### src/verilog/isr_params.svh
// isr_params.svh: bit positions, error codes and reset values of the status sets
// assumes: included by bare name into the design modules
`ifndef ISR_PARAMS_SVH
`define ISR_PARAMS_SVH

// standard event bits
`define ISR_OPERATION_COMPLETE_FLAG 0
`define ISR_QUERY_ERROR_FLAG 2
`define ISR_BACKED_MEMORY_ERROR_FLAG 3
`define ISR_EXECUTION_ERROR_FLAG 4
`define ISR_DEVICE_DEPENDENT_ERROR_FLAG 5
`define ISR_USER_REQUEST_FLAG 6
`define ISR_POWER_ON_FLAG 7

// operation set bits
`define ISR_OPER_MEASURING 4
`define ISR_OPER_WAIT_TRIGGER 5
`define ISR_OPER_FILTER_SETTLED 8
`define ISR_OPER_IDLE 10

// measurement set bits
`define ISR_READING_OVERFLOW_FLAG 0
`define ISR_LOW_LIMIT_ONE_FLAG 1
`define ISR_HIGH_LIMIT_ONE_FLAG 2
`define ISR_LOW_LIMIT_TWO_FLAG 3
`define ISR_HIGH_LIMIT_TWO_FLAG 4
`define ISR_READING_AVAILABLE_FLAG 5
`define ISR_BUFFER_NOTIFY_FLAG 6
`define ISR_BUFFER_AVAILABLE_FLAG 7
`define ISR_BUFFER_HALF_FLAG 8
`define ISR_BUFFER_FULL_FLAG 9
`define ISR_BUFFER_WRAP_FLAG 10
`define ISR_HARDWARE_LIMIT_FLAG 11
`define ISR_BUFFER_QUARTER_FLAG 12
`define ISR_BUFFER_THREE_QUARTER_FLAG 13
`define ISR_ANY_LIMIT_FLAG 14

// questionable set bits
`define ISR_QUES_TEMPERATURE 4
`define ISR_QUES_CALIBRATION 8
`define ISR_QUES_COMMAND_WARNING 14

// error codes that map onto standard event bits
`define ISR_ERR_DATA_LOST 10'h204
`define ISR_ERR_SCAN_RESUME 10'h205
`define ISR_ERR_SETUP_MISMATCH 10'h208
`define ISR_ERR_CARD_HARDWARE 10'h20b
`define ISR_ERR_CARD_UNSUPPORTED 10'h20c

// misc values
`define ISR_EVENT_RESET 16'h0000
`define ISR_COND_RESET 16'h0000
`define ISR_MIN_BUFFERED 16'h0002
`define ISR_COMPLETE_REPLY 16'h0001

`endif

### src/verilog/isr_pkg.sv
// isr_pkg: command codes and state types of the status register sets
// assumes: isr_params.svh is reachable on the include path
package isr_pkg;

    // host command codes; unused codes answer nothing
    typedef enum logic [3:0] {
        CMD_NONE = 4'b0000,
        CMD_READ_STD_EVENT = 4'b0001,
        CMD_READ_OPER_EVENT = 4'b0010,
        CMD_READ_MEAS_EVENT = 4'b0011,
        CMD_READ_QUES_EVENT = 4'b0100,
        CMD_READ_OPER_COND = 4'b0101,
        CMD_READ_MEAS_COND = 4'b0110,
        CMD_READ_QUES_COND = 4'b0111,
        CMD_CLEAR_STATUS = 4'b1000,
        CMD_STATUS_PRESET = 4'b1001,
        CMD_COMPLETE_QUERY = 4'b1010
    } isr_cmd_t;

    // state of one event latch
    typedef struct packed {
        logic [15:0] latch;
    } isr_latch_st_t;

    // state of the top block
    typedef struct packed {
        logic [15:0] operCond;
        logic [15:0] measCond;
        logic [15:0] quesCond;
        logic completeWait;
        logic powerOnPend;
        logic calSampled;
        logic calBad;
        logic respValid;
        logic [15:0] respData;
        logic sumStd;
        logic sumOper;
        logic sumMeas;
        logic sumQues;
        logic errLamp;
    } isr_main_st_t;

endpackage : isr_pkg

### src/verilog/isr_event_latch.sv
// isr_event_latch: sixteen sticky event bits with read-clear and clear-all
// assumes: set and clear strobes are one-cycle pulses in the clk_sys domain
`timescale 1ns/10ps
`include "isr_params.svh"

module isr_event_latch (
    input wire logic clk_sys,
    input wire logic rst,
    input wire logic [15:0] setBits,
    input wire logic readClr,
    input wire logic clrAll,
    output logic [15:0] latch
);

    isr_pkg::isr_latch_st_t st_r;
    isr_pkg::isr_latch_st_t st_nxt;

    // clear first, then set, so a set in the clearing cycle survives
    always_comb begin
        st_nxt = st_r;
        if (readClr || clrAll) begin
            st_nxt.latch = `ISR_EVENT_RESET;
        end
        st_nxt.latch = st_nxt.latch | setBits;
    end

    always_ff @(posedge clk_sys) begin
        if (rst) begin
            st_r <= '0;
        end else begin
            st_r <= st_nxt;
        end
    end

    assign latch = st_r.latch;

    set_wins_a: assert property (@(posedge clk_sys) disable iff (rst)
        (readClr && setBits != 16'h0000) |=> ((latch & $past(setBits)) == $past(setBits)))
        else $error("event lost while clearing");

    bits_hold_a: assert property (@(posedge clk_sys) disable iff (rst)
        (!readClr && !clrAll) |=> ((latch & $past(latch)) == $past(latch)))
        else $error("event bit dropped without clear");

endmodule : isr_event_latch

### src/verilog/isr_status_sets.sv
// isr_status_sets: standard, operation, measurement and questionable status sets
// assumes: one clock, host commands arrive as one-cycle strobes, conditions are
// synchronous levels and events are one-cycle pulses
`timescale 1ns/10ps
`include "isr_params.svh"

// Operation
// - completion flag only on query, after pending work
// - reading empty output queue sets query error
// - lost data or unresumable scan sets memory error
// - command execution failure sets execution error
// - card mismatch, loss, unsupported set device error
// - local key press sets user request
// - power cycled since last read sets power flag
// - operation set: measuring, trigger wait, filter settled, idle
// - live read-only condition registers for operation, measurement and questionable sets
// - reading beyond range sets overflow bit
// - four limit crossings each set own bit
// - processed reading sets reading available
// - stored count reaching notify count sets notify
// - two or more stored readings set available
// - half full and full bits
// - quarter and three-quarter full bits
// - wrap over old readings sets buffer wrap bit
// - hardware limit bit, any-limit summary bit
// - bad calibration at power-up flagged until recalibrated
// - thermocouple junction and ignored parameter bits
// - error lamp follows questionable conditions
// - events latch, clear on read, clear, power-up
// - enabled events raise each set summary
module isr_status_sets (
    input wire logic clk_sys,
    input wire logic rst,
    input wire logic cmdValid,
    input wire isr_pkg::isr_cmd_t cmdCode,
    input wire logic opsPending,
    input wire logic talkNoData,
    input wire logic errValid,
    input wire logic [9:0] errCode,
    input wire logic execFail,
    input wire logic localKey,
    input wire logic measuring,
    input wire logic waitTrigger,
    input wire logic filterSettled,
    input wire logic idle,
    input wire logic readingOverflow,
    input wire logic [3:0] limitHit,
    input wire logic hardwareLimit,
    input wire logic readingDone,
    input wire logic [15:0] bufCount,
    input wire logic [15:0] bufSize,
    input wire logic [15:0] notifyCount,
    input wire logic bufWrap,
    input wire logic tempInvalid,
    input wire logic cmdWarning,
    input wire logic calConstInvalid,
    input wire logic calSuccess,
    input wire logic [7:0] stdEnable,
    input wire logic [15:0] operEnable,
    input wire logic [15:0] measEnable,
    input wire logic [15:0] quesEnable,
    output logic respValid,
    output logic [15:0] respData,
    output logic cmdBusy,
    output logic useDefaultCal,
    output logic errorLamp,
    output logic sumStd,
    output logic sumOper,
    output logic sumMeas,
    output logic sumQues
);

    isr_pkg::isr_main_st_t st_r;
    isr_pkg::isr_main_st_t st_nxt;

    logic [15:0] stdLatch;
    logic [15:0] operLatch;
    logic [15:0] measLatch;
    logic [15:0] quesLatch;
    logic [15:0] stdSet;
    logic [15:0] operCondNow;
    logic [15:0] measCondNow;
    logic [15:0] quesCondNow;
    logic cmdTaken;
    logic clrAll;
    logic rdStd;
    logic rdOper;
    logic rdMeas;
    logic rdQues;
    logic completeNow;
    logic [15:0] measSet;

    // true when count has reached the given number of quarters of size
    function automatic logic atQuarters(input logic [15:0] cnt, input logic [15:0] size,
                                        input logic [1:0] quarters);
        logic [17:0] scaled;
        logic [17:0] target;
        scaled = {cnt, 2'b00};
        target = 18'(size) * 18'(quarters);
        atQuarters = (size != 16'h0000) && (scaled >= target);
    endfunction : atQuarters

    // error code falls in one of the listed codes
    function automatic logic codeIs(input logic [9:0] code, input logic [9:0] a,
                                    input logic [9:0] b, input logic [9:0] c);
        codeIs = (code == a) || (code == b) || (code == c);
    endfunction : codeIs

    // commands are ignored while a completion query is still waiting
    assign cmdTaken = cmdValid && !st_r.completeWait;
    assign clrAll = cmdTaken && cmdCode == isr_pkg::CMD_CLEAR_STATUS;
    assign rdStd = cmdTaken && cmdCode == isr_pkg::CMD_READ_STD_EVENT;
    assign rdOper = cmdTaken && cmdCode == isr_pkg::CMD_READ_OPER_EVENT;
    assign rdMeas = cmdTaken && cmdCode == isr_pkg::CMD_READ_MEAS_EVENT;
    assign rdQues = cmdTaken && cmdCode == isr_pkg::CMD_READ_QUES_EVENT;

    // completion is reported only in answer to the query, never on its own
    assign completeNow = !opsPending &&
        (st_r.completeWait || (cmdTaken && cmdCode == isr_pkg::CMD_COMPLETE_QUERY));

    // standard event sources
    always_comb begin
        stdSet = 16'h0000;
        stdSet[`ISR_OPERATION_COMPLETE_FLAG] = completeNow;
        stdSet[`ISR_QUERY_ERROR_FLAG] = talkNoData;
        stdSet[`ISR_BACKED_MEMORY_ERROR_FLAG] = errValid &&
            codeIs(errCode, `ISR_ERR_DATA_LOST, `ISR_ERR_SCAN_RESUME, `ISR_ERR_SCAN_RESUME);
        stdSet[`ISR_EXECUTION_ERROR_FLAG] = execFail;
        stdSet[`ISR_DEVICE_DEPENDENT_ERROR_FLAG] = errValid &&
            codeIs(errCode, `ISR_ERR_SETUP_MISMATCH, `ISR_ERR_CARD_HARDWARE,
                   `ISR_ERR_CARD_UNSUPPORTED);
        stdSet[`ISR_USER_REQUEST_FLAG] = localKey;
        stdSet[`ISR_POWER_ON_FLAG] = st_r.powerOnPend;
    end

    // operation conditions, live
    always_comb begin
        operCondNow = `ISR_COND_RESET;
        operCondNow[`ISR_OPER_MEASURING] = measuring;
        operCondNow[`ISR_OPER_WAIT_TRIGGER] = waitTrigger;
        operCondNow[`ISR_OPER_FILTER_SETTLED] = filterSettled;
        operCondNow[`ISR_OPER_IDLE] = idle;
    end

    // measurement conditions; fill fractions are held low while the buffer size is zero
    always_comb begin
        measCondNow = `ISR_COND_RESET;
        measCondNow[`ISR_READING_OVERFLOW_FLAG] = readingOverflow;
        measCondNow[`ISR_LOW_LIMIT_ONE_FLAG] = limitHit[0];
        measCondNow[`ISR_HIGH_LIMIT_ONE_FLAG] = limitHit[1];
        measCondNow[`ISR_LOW_LIMIT_TWO_FLAG] = limitHit[2];
        measCondNow[`ISR_HIGH_LIMIT_TWO_FLAG] = limitHit[3];
        measCondNow[`ISR_READING_AVAILABLE_FLAG] = readingDone;
        measCondNow[`ISR_BUFFER_NOTIFY_FLAG] = (notifyCount != 16'h0000) &&
            (bufCount >= notifyCount);
        measCondNow[`ISR_BUFFER_AVAILABLE_FLAG] = bufCount >= `ISR_MIN_BUFFERED;
        measCondNow[`ISR_BUFFER_HALF_FLAG] = atQuarters(bufCount, bufSize, 2'd2);
        measCondNow[`ISR_BUFFER_FULL_FLAG] = atQuarters(bufCount, bufSize, 2'd0) &&
            (bufCount >= bufSize);
        measCondNow[`ISR_BUFFER_WRAP_FLAG] = bufWrap;
        measCondNow[`ISR_HARDWARE_LIMIT_FLAG] = hardwareLimit;
        measCondNow[`ISR_BUFFER_QUARTER_FLAG] = atQuarters(bufCount, bufSize, 2'd1);
        measCondNow[`ISR_BUFFER_THREE_QUARTER_FLAG] =
            atQuarters(bufCount, bufSize, 2'd3);
        measCondNow[`ISR_ANY_LIMIT_FLAG] = (|limitHit) || hardwareLimit;
    end

    // questionable conditions; calibration state is held, not a pin level
    always_comb begin
        quesCondNow = `ISR_COND_RESET;
        quesCondNow[`ISR_QUES_TEMPERATURE] = tempInvalid;
        quesCondNow[`ISR_QUES_CALIBRATION] = st_r.calBad;
        quesCondNow[`ISR_QUES_COMMAND_WARNING] = cmdWarning;
    end

    // a fresh limit also marks any-limit, even while another limit already stands
    always_comb begin
        measSet = measCondNow & ~st_r.measCond;
        measSet[`ISR_ANY_LIMIT_FLAG] = measSet[`ISR_ANY_LIMIT_FLAG] ||
            (|measSet[`ISR_HIGH_LIMIT_TWO_FLAG:`ISR_LOW_LIMIT_ONE_FLAG]) ||
            measSet[`ISR_HARDWARE_LIMIT_FLAG];
    end

    // next state: condition copies, power and calibration tracking, answers
    always_comb begin
        st_nxt = st_r;
        st_nxt.operCond = operCondNow;
        st_nxt.measCond = measCondNow;
        st_nxt.quesCond = quesCondNow;
        st_nxt.powerOnPend = 1'b0;
        st_nxt.respValid = 1'b0;
        // strap caught one cycle after release, never under reset itself
        if (!st_r.calSampled) begin
            st_nxt.calSampled = 1'b1;
            st_nxt.calBad = calConstInvalid;
        end else if (calSuccess) begin
            st_nxt.calBad = 1'b0;
        end
        if (completeNow) begin
            st_nxt.completeWait = 1'b0;
            st_nxt.respValid = 1'b1;
            st_nxt.respData = `ISR_COMPLETE_REPLY;
        end else if (cmdTaken) begin
            unique case (cmdCode)
                isr_pkg::CMD_COMPLETE_QUERY: begin
                    st_nxt.completeWait = 1'b1;
                end
                isr_pkg::CMD_READ_STD_EVENT: begin
                    st_nxt.respValid = 1'b1;
                    st_nxt.respData = stdLatch;
                end
                isr_pkg::CMD_READ_OPER_EVENT: begin
                    st_nxt.respValid = 1'b1;
                    st_nxt.respData = operLatch;
                end
                isr_pkg::CMD_READ_MEAS_EVENT: begin
                    st_nxt.respValid = 1'b1;
                    st_nxt.respData = measLatch;
                end
                isr_pkg::CMD_READ_QUES_EVENT: begin
                    st_nxt.respValid = 1'b1;
                    st_nxt.respData = quesLatch;
                end
                isr_pkg::CMD_READ_OPER_COND: begin
                    st_nxt.respValid = 1'b1;
                    st_nxt.respData = st_r.operCond;
                end
                isr_pkg::CMD_READ_MEAS_COND: begin
                    st_nxt.respValid = 1'b1;
                    st_nxt.respData = st_r.measCond;
                end
                isr_pkg::CMD_READ_QUES_COND: begin
                    st_nxt.respValid = 1'b1;
                    st_nxt.respData = st_r.quesCond;
                end
                // clear acts through the latches; preset leaves events alone
                isr_pkg::CMD_CLEAR_STATUS, isr_pkg::CMD_STATUS_PRESET, isr_pkg::CMD_NONE: begin
                end
                default: begin
                end
            endcase
        end
        // summaries look at the latches as they stand
        st_nxt.sumStd = |(stdLatch[7:0] & stdEnable);
        st_nxt.sumOper = |(operLatch & operEnable);
        st_nxt.sumMeas = |(measLatch & measEnable);
        st_nxt.sumQues = |(quesLatch & quesEnable);
        st_nxt.errLamp = |quesCondNow;
    end

    always_ff @(posedge clk_sys) begin
        if (rst) begin
            st_r <= '0;
            st_r.powerOnPend <= 1'b1;
        end else begin
            st_r <= st_nxt;
        end
    end

    // sticky event latches; condition sets flag rising transitions
    isr_event_latch u_std (
        .clk_sys(clk_sys),
        .rst(rst),
        .setBits(stdSet),
        .readClr(rdStd),
        .clrAll(clrAll),
        .latch(stdLatch)
    );

    isr_event_latch u_oper (
        .clk_sys(clk_sys),
        .rst(rst),
        .setBits(operCondNow & ~st_r.operCond),
        .readClr(rdOper),
        .clrAll(clrAll),
        .latch(operLatch)
    );

    isr_event_latch u_meas (
        .clk_sys(clk_sys),
        .rst(rst),
        .setBits(measSet),
        .readClr(rdMeas),
        .clrAll(clrAll),
        .latch(measLatch)
    );

    isr_event_latch u_ques (
        .clk_sys(clk_sys),
        .rst(rst),
        .setBits(quesCondNow & ~st_r.quesCond),
        .readClr(rdQues),
        .clrAll(clrAll),
        .latch(quesLatch)
    );

    assign respValid = st_r.respValid;
    assign respData = st_r.respData;
    assign cmdBusy = st_r.completeWait;
    assign useDefaultCal = st_r.calBad;
    assign errorLamp = st_r.errLamp;
    assign sumStd = st_r.sumStd;
    assign sumOper = st_r.sumOper;
    assign sumMeas = st_r.sumMeas;
    assign sumQues = st_r.sumQues;

    complete_only_a: assert property (@(posedge clk_sys) disable iff (rst)
        $rose(stdLatch[`ISR_OPERATION_COMPLETE_FLAG]) |->
            $past(completeNow) && !$past(opsPending))
        else $error("completion flag without finished query");

    query_error_a: assert property (@(posedge clk_sys) disable iff (rst)
        talkNoData |=> stdLatch[`ISR_QUERY_ERROR_FLAG])
        else $error("query error not latched");

    mem_error_a: assert property (@(posedge clk_sys) disable iff (rst)
        (errValid && (errCode == `ISR_ERR_DATA_LOST || errCode == `ISR_ERR_SCAN_RESUME))
            |=> stdLatch[`ISR_BACKED_MEMORY_ERROR_FLAG])
        else $error("memory error not latched");

    card_error_a: assert property (@(posedge clk_sys) disable iff (rst)
        (errValid && errCode == `ISR_ERR_CARD_HARDWARE)
            |=> stdLatch[`ISR_DEVICE_DEPENDENT_ERROR_FLAG])
        else $error("device error not latched");

    power_flag_a: assert property (@(posedge clk_sys)
        $fell(rst) |=> stdLatch[`ISR_POWER_ON_FLAG])
        else $error("power flag missing after reset");

    buffer_avail_a: assert property (@(posedge clk_sys) disable iff (rst)
        (bufCount >= 16'h0002 && $past(bufCount) < 16'h0002)
            |=> measLatch[`ISR_BUFFER_AVAILABLE_FLAG])
        else $error("buffer available not latched");

    limit_master_a: assert property (@(posedge clk_sys) disable iff (rst)
        $rose(|limitHit) ##1 !rdMeas && !clrAll |-> measLatch[`ISR_ANY_LIMIT_FLAG])
        else $error("any-limit bit missed");

    lamp_follow_a: assert property (@(posedge clk_sys) disable iff (rst)
        (tempInvalid || cmdWarning) |=> errorLamp)
        else $error("error lamp not lit");

    read_answer_a: assert property (@(posedge clk_sys) disable iff (rst)
        rdStd && !completeNow |=> respValid && respData == $past(stdLatch))
        else $error("event read answer wrong");

    summary_std_a: assert property (@(posedge clk_sys) disable iff (rst)
        (|(stdLatch[7:0] & stdEnable)) |=> sumStd)
        else $error("standard summary not raised");

endmodule : isr_status_sets

### config.mk
export PLATFORM = sky130hd
export DESIGN_NAME = isr_status_sets
export DESIGN_NICKNAME = d
export VERILOG_FILES = /design/src/verilog/isr_pkg.sv /design/src/verilog/isr_event_latch.sv /design/src/verilog/isr_status_sets.sv
export VERILOG_INCLUDE_DIRS = /design/src /design/src/verilog
export SDC_FILE = /design/constraint.sdc
export NUM_CORES = 1
export LEC_CHECK = 0
export BUFFER_PORTS_ARGS = -buffer_cell sky130_fd_sc_hd__buf_2
export CORE_MARGIN = 3
export CORE_UTILIZATION = 50
export DETAILED_ROUTE_END_ITERATION = 10
export PLACE_DENSITY = 0.75
export REMOVE_ABC_BUFFERS = 1
export SYNTH_ARGS = -nofsm -noshare
export SYNTH_HDL_FRONTEND = slang
export SYNTH_SLANG_ARGS = --single-unit
### constraint.sdc
create_clock -name clk_sys -period 3.45 [get_ports clk_sys]
set_input_delay 0.5175 -clock clk_sys [delete_from_list [all_inputs] [get_ports clk_sys]]
set_output_delay 0.5175 -clock clk_sys [all_outputs]
set_load 0.01 [all_outputs]
## Word level (Yosys, flattened, before mapping)

Cells that the tools add are included.
Widths: inputs -> output; s select.

| word-level totals | value |
|---|---|
| register bits | 138 |
| input port bits | 142 |
| logic and storage cells | 115 |

| operators by class | value |
|---|---|
| $mul | 1 |
| magnitude comparators | 7 |
| equality and inequality tests | 15 |
| multiplexer cells | 10 |
| bitwise gates (word level) | 14 |
| reductions and logical operators | 46 |

Operator list:

| kind | number |
|---|---|
| $pmux 17 s7 | 1 |
| $mux 16 | 4 |
| $eq 10x10->1 const B | 5 |
| $and 16x16->16 | 3 |
| $not 16->16 | 3 |
| $or 16x16->16 | 3 |
| $reduce_or 16->1 | 3 |
| $mux 17 | 2 |
| $and 15x16->16 | 2 |
| $ge 16x16->1 | 2 |
| $reduce_bool 16->1 | 2 |
| $mux 25 | 1 |
| $ge 18x1->1 const B | 1 |
| $ge 18x16->1 | 1 |
| $ge 18x17->1 | 1 |
| $ge 18x18->1 | 1 |
| $mul 16x2->18 const B | 1 |
| $and 11x16->16 | 1 |
| $eq 4x3->1 const B | 4 |
| $ge 16x2->1 const B | 1 |
| $logic_and 1x1->1 | 16 |
| $or 16x8->16 | 1 |
| $logic_or 1x1->1 | 12 |
| $and 8x8->8 | 1 |
| 14 further kinds | 21 |

## Depth between registers and ports, before layout

| logic depth | value |
|---|---|
| word-level depth | 8 |
| mapped depth | 15 |

## By module

From an unflattened synthesis, not the netlist that was laid out.

| unflattened totals | value |
|---|---|
| cells, all modules | 922 |
| area total of the unflattened synthesis | 7836.3 sq um |

Modules (own cells, without submodules):

| module | times used | cells each | area an instance (sq um) | seq. area each (sq um) |
|---|---|---|---|---|
| isr_status_sets | 1 | 650 | 5338.9 | 960.9 |
| isr_event_latch | 4 | 68 | 624.3 | 320.3 |

## Worst setup path after synthesis

OpenSTA, ideal clock, no wires.

| path | value |
|---|---|
| kind | input port to flip-flop |
| start | in bufSize[0] |
| end | reg u_meas.st_r, in the netlist u_meas.latch[13] |
| data arrival time | 2.989 ns |
| required time | 3.308 ns |
| slack | 0.319 ns |
| cell stages on the path | 13 |
| path buffers | 0 |
| cell sequence | and2_1 > fa_1 > a211oi_1 > o211ai_1 > nand3_2 > o221ai_2 > a21o_1 > xnor2_1 > ha_1 > a21o_1 > a21o_1 > a221oi_1 > o31ai_1 |

| on the way | value |
|---|---|
| word-level cells in the longest chain between the ends | 5 |

RTL lines:

| item | RTL line | source |
|---|---|---|
| start: declaration | isr_status_sets.sv:51 | `input wire logic [15:0] bufSize,` |
| $mul 16x2->18 | isr_status_sets.sv:99 | `target = 18'(size) * 18'(quarters);` |
| $ge 18x18->1 | isr_status_sets.sv:100 | `atQuarters = (size != 16'h0000) && (scaled >= target);` |
| $logic_and 1x1->1 * | isr_status_sets.sv:100 |  |
| $and 15x16->16 * | isr_status_sets.sv:178 | `measSet = measCondNow & ~st_r.measCond;` |
| $or 16x16->16 * | isr_event_latch.sv:24 | `st_nxt.latch = st_nxt.latch \| setBits;` |
| end signal: assignment | isr_event_latch.sv:31 | `st_r <= st_nxt;` |
| end: declaration | isr_event_latch.sv:15 | `isr_pkg::isr_latch_st_t st_r;` |

Every way passes the cells marked *; elsewhere a longest branch is shown, timed or not.
A chain may end at the register's enable or synchronous reset.

## Worst setup path after layout

| path | value |
|---|---|
| start | in bufSize[1] |
| end | reg u_meas.st_r, in the netlist u_meas.latch[13] |

The elaborated chain is that of the path after synthesis.

==> parameters.txt <==
Parameter                              Value

Global route
  Global-route met1 utilization ... 29.5%
  Number of antenna violations at the first check in global routing ... 0
  Met2 global-route usage ... 44.8%
  Maximum number of pins on one net before global-route repair ... 35
  Global route hottest layer ... met2
  All-Layer GR Usage ... 24.9%
  Gr ovfl total ... 0
  Number of global-route vias before repair ... 5649
  Met3 capacity usage during global routing ... 3.21%
  First-pass GRT wire length ... 26200 µm

Floorplanning
  Core footprint ... 11000 µm²
  Chip width ... 113 µm
  Placement Rows ... 38
  Die Area ... 12700 µm²
  Io pins ... 166
  Die Ht ... 113 µm
  Starting utilization of the core area ... 51.9%

Critical path
  CP max stage cell ... sky130_fd_sc_hd__fa_1
  Library cell appearing most often on the critical path ... sky130_fd_sc_hd__a21o_1
  Critical path buffers and inverters ... 3
  Required time reported for the critical path endpoint ... 3670 ps
  Maximum fanout along the worst path ... 3
  Critical Setup Path Class ... input port to register
  Worst path arrival time ... 3440 ps
  Family with the most delay on the worst path ... compound AO/OA/AOI/OAI gates
  Crit-path cells ... buf_2, and2_1, fa_1, a211oi_2, buf_4, o211ai_1, nand3_2, o221ai_2, a21o_1, xnor2_1, ha_1, a21o_1, a21o_1, a221oi_2, buf_4, o31ai_1
  Critical path startpoint category ... input port
  Worst Setup End Kind ... register
  Delay of the slowest cell on the worst path ... 400 ps

Pwr
  Overall Power ... 2.69 mW
  Switch Pwr ... 0.790 mW
  Sequential fraction of design power ... 36.9%
  Clock power share ... 36.3%
  IR Drop Worst-Case VDD ... 327 µV
  Ratio of total power to cell area ... 392 nW/µm²
  P_int ... 1.90 mW
  LEAKAGE ... 3.33 nW
  Combinational fraction of design power ... 26.8%
  Net Sw Frac ... 29.3%

Cells and area
  Number of fill cells ... 962
  Diode insertion count for antenna repair ... 0
  Area delta synth->final ... 20.5%
  Final core utilization ... 62.6%
  Net count of the finished layout ... 1040
  Share of layout cells above drive strength 1 ... 23.8%

Status
  Result of the run ... completed

Clock network
  Clk root buf ... sky130_fd_sc_hd__clkbuf_16
  Setup bufs post-CTS ... 0
  Sinks on Clock Net ... 76
  Cts hold-fix bufs ... 0
  Deepest clock path buffer count ... 2
  H-tree depth ... 3
  Clock latency on the worst-skew pair ... 330 ps
  Clock Pin Slew Worst Setup and Hold Paths ... 60 ps
  Clock tree from TritonCTS ... done
  Post-cts sizing count ... 0
  Total CTS buffers ... 9

Synthesis
  Yosys warning total ... 0
  Proportion of netlist area held by the largest area contributor ... 26.7%
  Cell types with the largest area share after synthesis ... sky130_fd_sc_hd__dfxtp_1 27%, sky130_fd_sc_hd__ha_1 22%, sky130_fd_sc_hd__a21oi_1 4.4%
  Fraction of the yosys area taken by sequential cells ... 26.7%
  Mapped cell area ... 5710 µm²
  Number of enable flip-flop cells after synthesis ... 0
  Primary FF master, synth ... sky130_fd_sc_hd__dfxtp_1
  Library cell with the largest summed area after synthesis ... sky130_fd_sc_hd__dfxtp_1
  Post-synthesis sequential element count ... 76
  Mean post-synth cell area ... 8.66 µm²
  Fraction of registers with async set/reset ... 0%
  Cell count after synthesis ... 659
  Count of different cell masters after synthesis ... 67

Routing
  Average wire per cell in the routed design ... 17.2 µm
  Via count of the routed design ... 5658
  DRC violations left ... 0
  Pre-Repair DR Iteration Count ... 6
  Remaining antenna violation count ... 0
  Average vias per placed instance ... 6.01
  Initial DRC count ... 348
  Sum of routed wire length over all layers ... 16200 µm

Placed design
  Final HPWL DP ... 13000 µm
  Routability congestion estimate from global placement ... 0.907
  Post-placement worst setup slack ... -229 ps
  Port Buffer Count ... 137

Timing
  Final count of negative-setup-slack endpoints ... 0
  Fmax achieved ... 311 MHz
  Number of pins exceeding their max-slew limit in the final report ... 0
  Unrepaired setup endpoints after global routing ... false
  Setup_tns ... 0 ps
  Actual transition at the worst max-transition pin ... 862 ps
  Final period util ... 93.2%
  Max Clock Skew ... 5.33 ps
  Number of hold violations in the final report ... 0
  Worst slew margin ... 42.2%
  Final critical-path setup slack ... 234 ps
  Min cycle time layout ... 3220 ps

Job
  Maximum Capacitance Violations ... 0

Min path
  Class of the tightest hold or removal check ... input port to register
==> worst min-delay path: cells and delay by family <==
| kind | cells | cell delay [ps] |
|---|---|---|
| buffers and inverters | 1 | 80 |
| AND/OR/NAND/NOR | 1 | 70 |
| AO/OA/AOI/OAI | 1 | 30 |
==> path summary, 6_finish.rpt <==
kind	from	endpoint	slack (ps)	cells past startpoint
hold reg to reg	st_r[34]	u_ques.latch[8]	440	1
setup / recovery	bufSize[1]	u_meas.latch[13]	230	16
hold / removal	localKey	u_std.latch[6]	400	3
setup reg to reg	cmdBusy	u_meas.latch[3]	1890	5
==> cells in the mapped netlist (all sizes together) (2+ instances only) <==
master,number
o2111ai,3
xor2,7
xnor2,7
nand3b,2
nor2b,17
a2111oi,2
nor3,15
a21o,18
and3,3
a21boi,4
o21ai,25
and2,3
a22o,16
and4,2
a32oi,2
inv,54
clkbuf,4
a41oi,4
nor2,51
nand2b,5
or3,2
dfxtp,76
nor4,10
a21oi,51
nand2,35
o41ai,2
buf,29
or4,2
o31ai,5
nand4,10
a211oi,22
o21bai,3
a221oi,7
o211ai,6
ha,99
nand3,8
mux2i,3
a22oi,14
a31oi,4
nand4bb,3
a222oi,9
==> sequential cells by signal, indices dropped and copies added, names as in the netlist <==
name / flops
st_r: 24
respData: 15
u_meas.latch: 15
u_std.latch: 7
u_oper.latch: 4
u_ques.latch: 3
cmdBusy: 1
errorLamp: 1
respValid: 1
sumMeas: 1
sumOper: 1
sumQues: 1
sumStd: 1
useDefaultCal: 1
==> cell usage in the layout, fill, tap and decap left out, types with 5 or more instances in the layout <==
| cell type | n |
|---|---|
| sky130_fd_sc_hd__a21oi_1 | 49 |
| sky130_fd_sc_hd__clkbuf_16 | 9 |
| sky130_fd_sc_hd__buf_2 | 137 |
| sky130_fd_sc_hd__a21o_1 | 17 |
| sky130_fd_sc_hd__ha_1 | 99 |
| sky130_fd_sc_hd__nand4_1 | 10 |
| sky130_fd_sc_hd__nor2b_1 | 17 |
| sky130_fd_sc_hd__nor4_1 | 9 |
| sky130_fd_sc_hd__a22o_1 | 16 |
| sky130_fd_sc_hd__nand3_1 | 7 |
| sky130_fd_sc_hd__buf_4 | 24 |
| sky130_fd_sc_hd__nor2_1 | 51 |
| sky130_fd_sc_hd__nand2_1 | 35 |
| sky130_fd_sc_hd__dfxtp_1 | 76 |
| sky130_fd_sc_hd__inv_1 | 54 |
| sky130_fd_sc_hd__o31ai_1 | 5 |
| sky130_fd_sc_hd__a22oi_1 | 14 |
| sky130_fd_sc_hd__o211ai_1 | 6 |
| sky130_fd_sc_hd__xnor2_1 | 7 |
| sky130_fd_sc_hd__a222oi_1 | 9 |
| sky130_fd_sc_hd__nand2b_1 | 5 |
| sky130_fd_sc_hd__nor3_1 | 13 |
| sky130_fd_sc_hd__a221oi_1 | 6 |
| sky130_fd_sc_hd__o21ai_0 | 22 |
| sky130_fd_sc_hd__xor2_1 | 7 |
| sky130_fd_sc_hd__a211oi_1 | 21 |
==> layer usage <==
layer | vias up | share of wire [%]
li1 | 2741 | -
met1 | 2647 | 42
met2 | 226 | 49
met3 | 44 | 5.9
met4 | 0 | 3.1
met5 | - | 0
==> per-stage QoR <==
stage | cells | cell area [µm²] | hold slack, ps
finish | 942 | 6880 | 397
global route | 942 | 6880 | 420
CTS | 942 | 6860 | 388
detailed placement | 927 | 6550 | 439
global placement | 927 | 6550 | 416
floorplan | 626 | 5500 | 413
==> power by group through the flow <==
stage	clock (mW)	combinational, mW	sequential [mW]
after floorplan	0	0.421	1.00
after global placement	0	0.671	1.01
after detailed placement	0	0.708	1.01
after CTS	0.990	0.712	0.994
after global routing	1.03	0.813	1.00
final	0.977	0.722	0.995
==> kinds of logic after synthesis <==
family,synth area share [%]
compound gates,25.6
xor+xnor,2.15
fa+ha+maj,22.1
buf+inv,7.11
flops,26.7
mux,0.724
other cells,0.0657
simple gates,15.7
==> final cells by class <==
class,count,area (µm²),area share [%]
Multi-Input combinational cell,496,3800,55.2
Sequential cell,76,1520,22.1
Timing Repair Buffer,161,866,12.6
Clock buffer,9,225,3.27
Inverter,54,203,2.95
Tap cell,140,175,2.55
Clock inverter,6,88.8,1.29
Note: power is estimated with default switching activity, not from simulation.
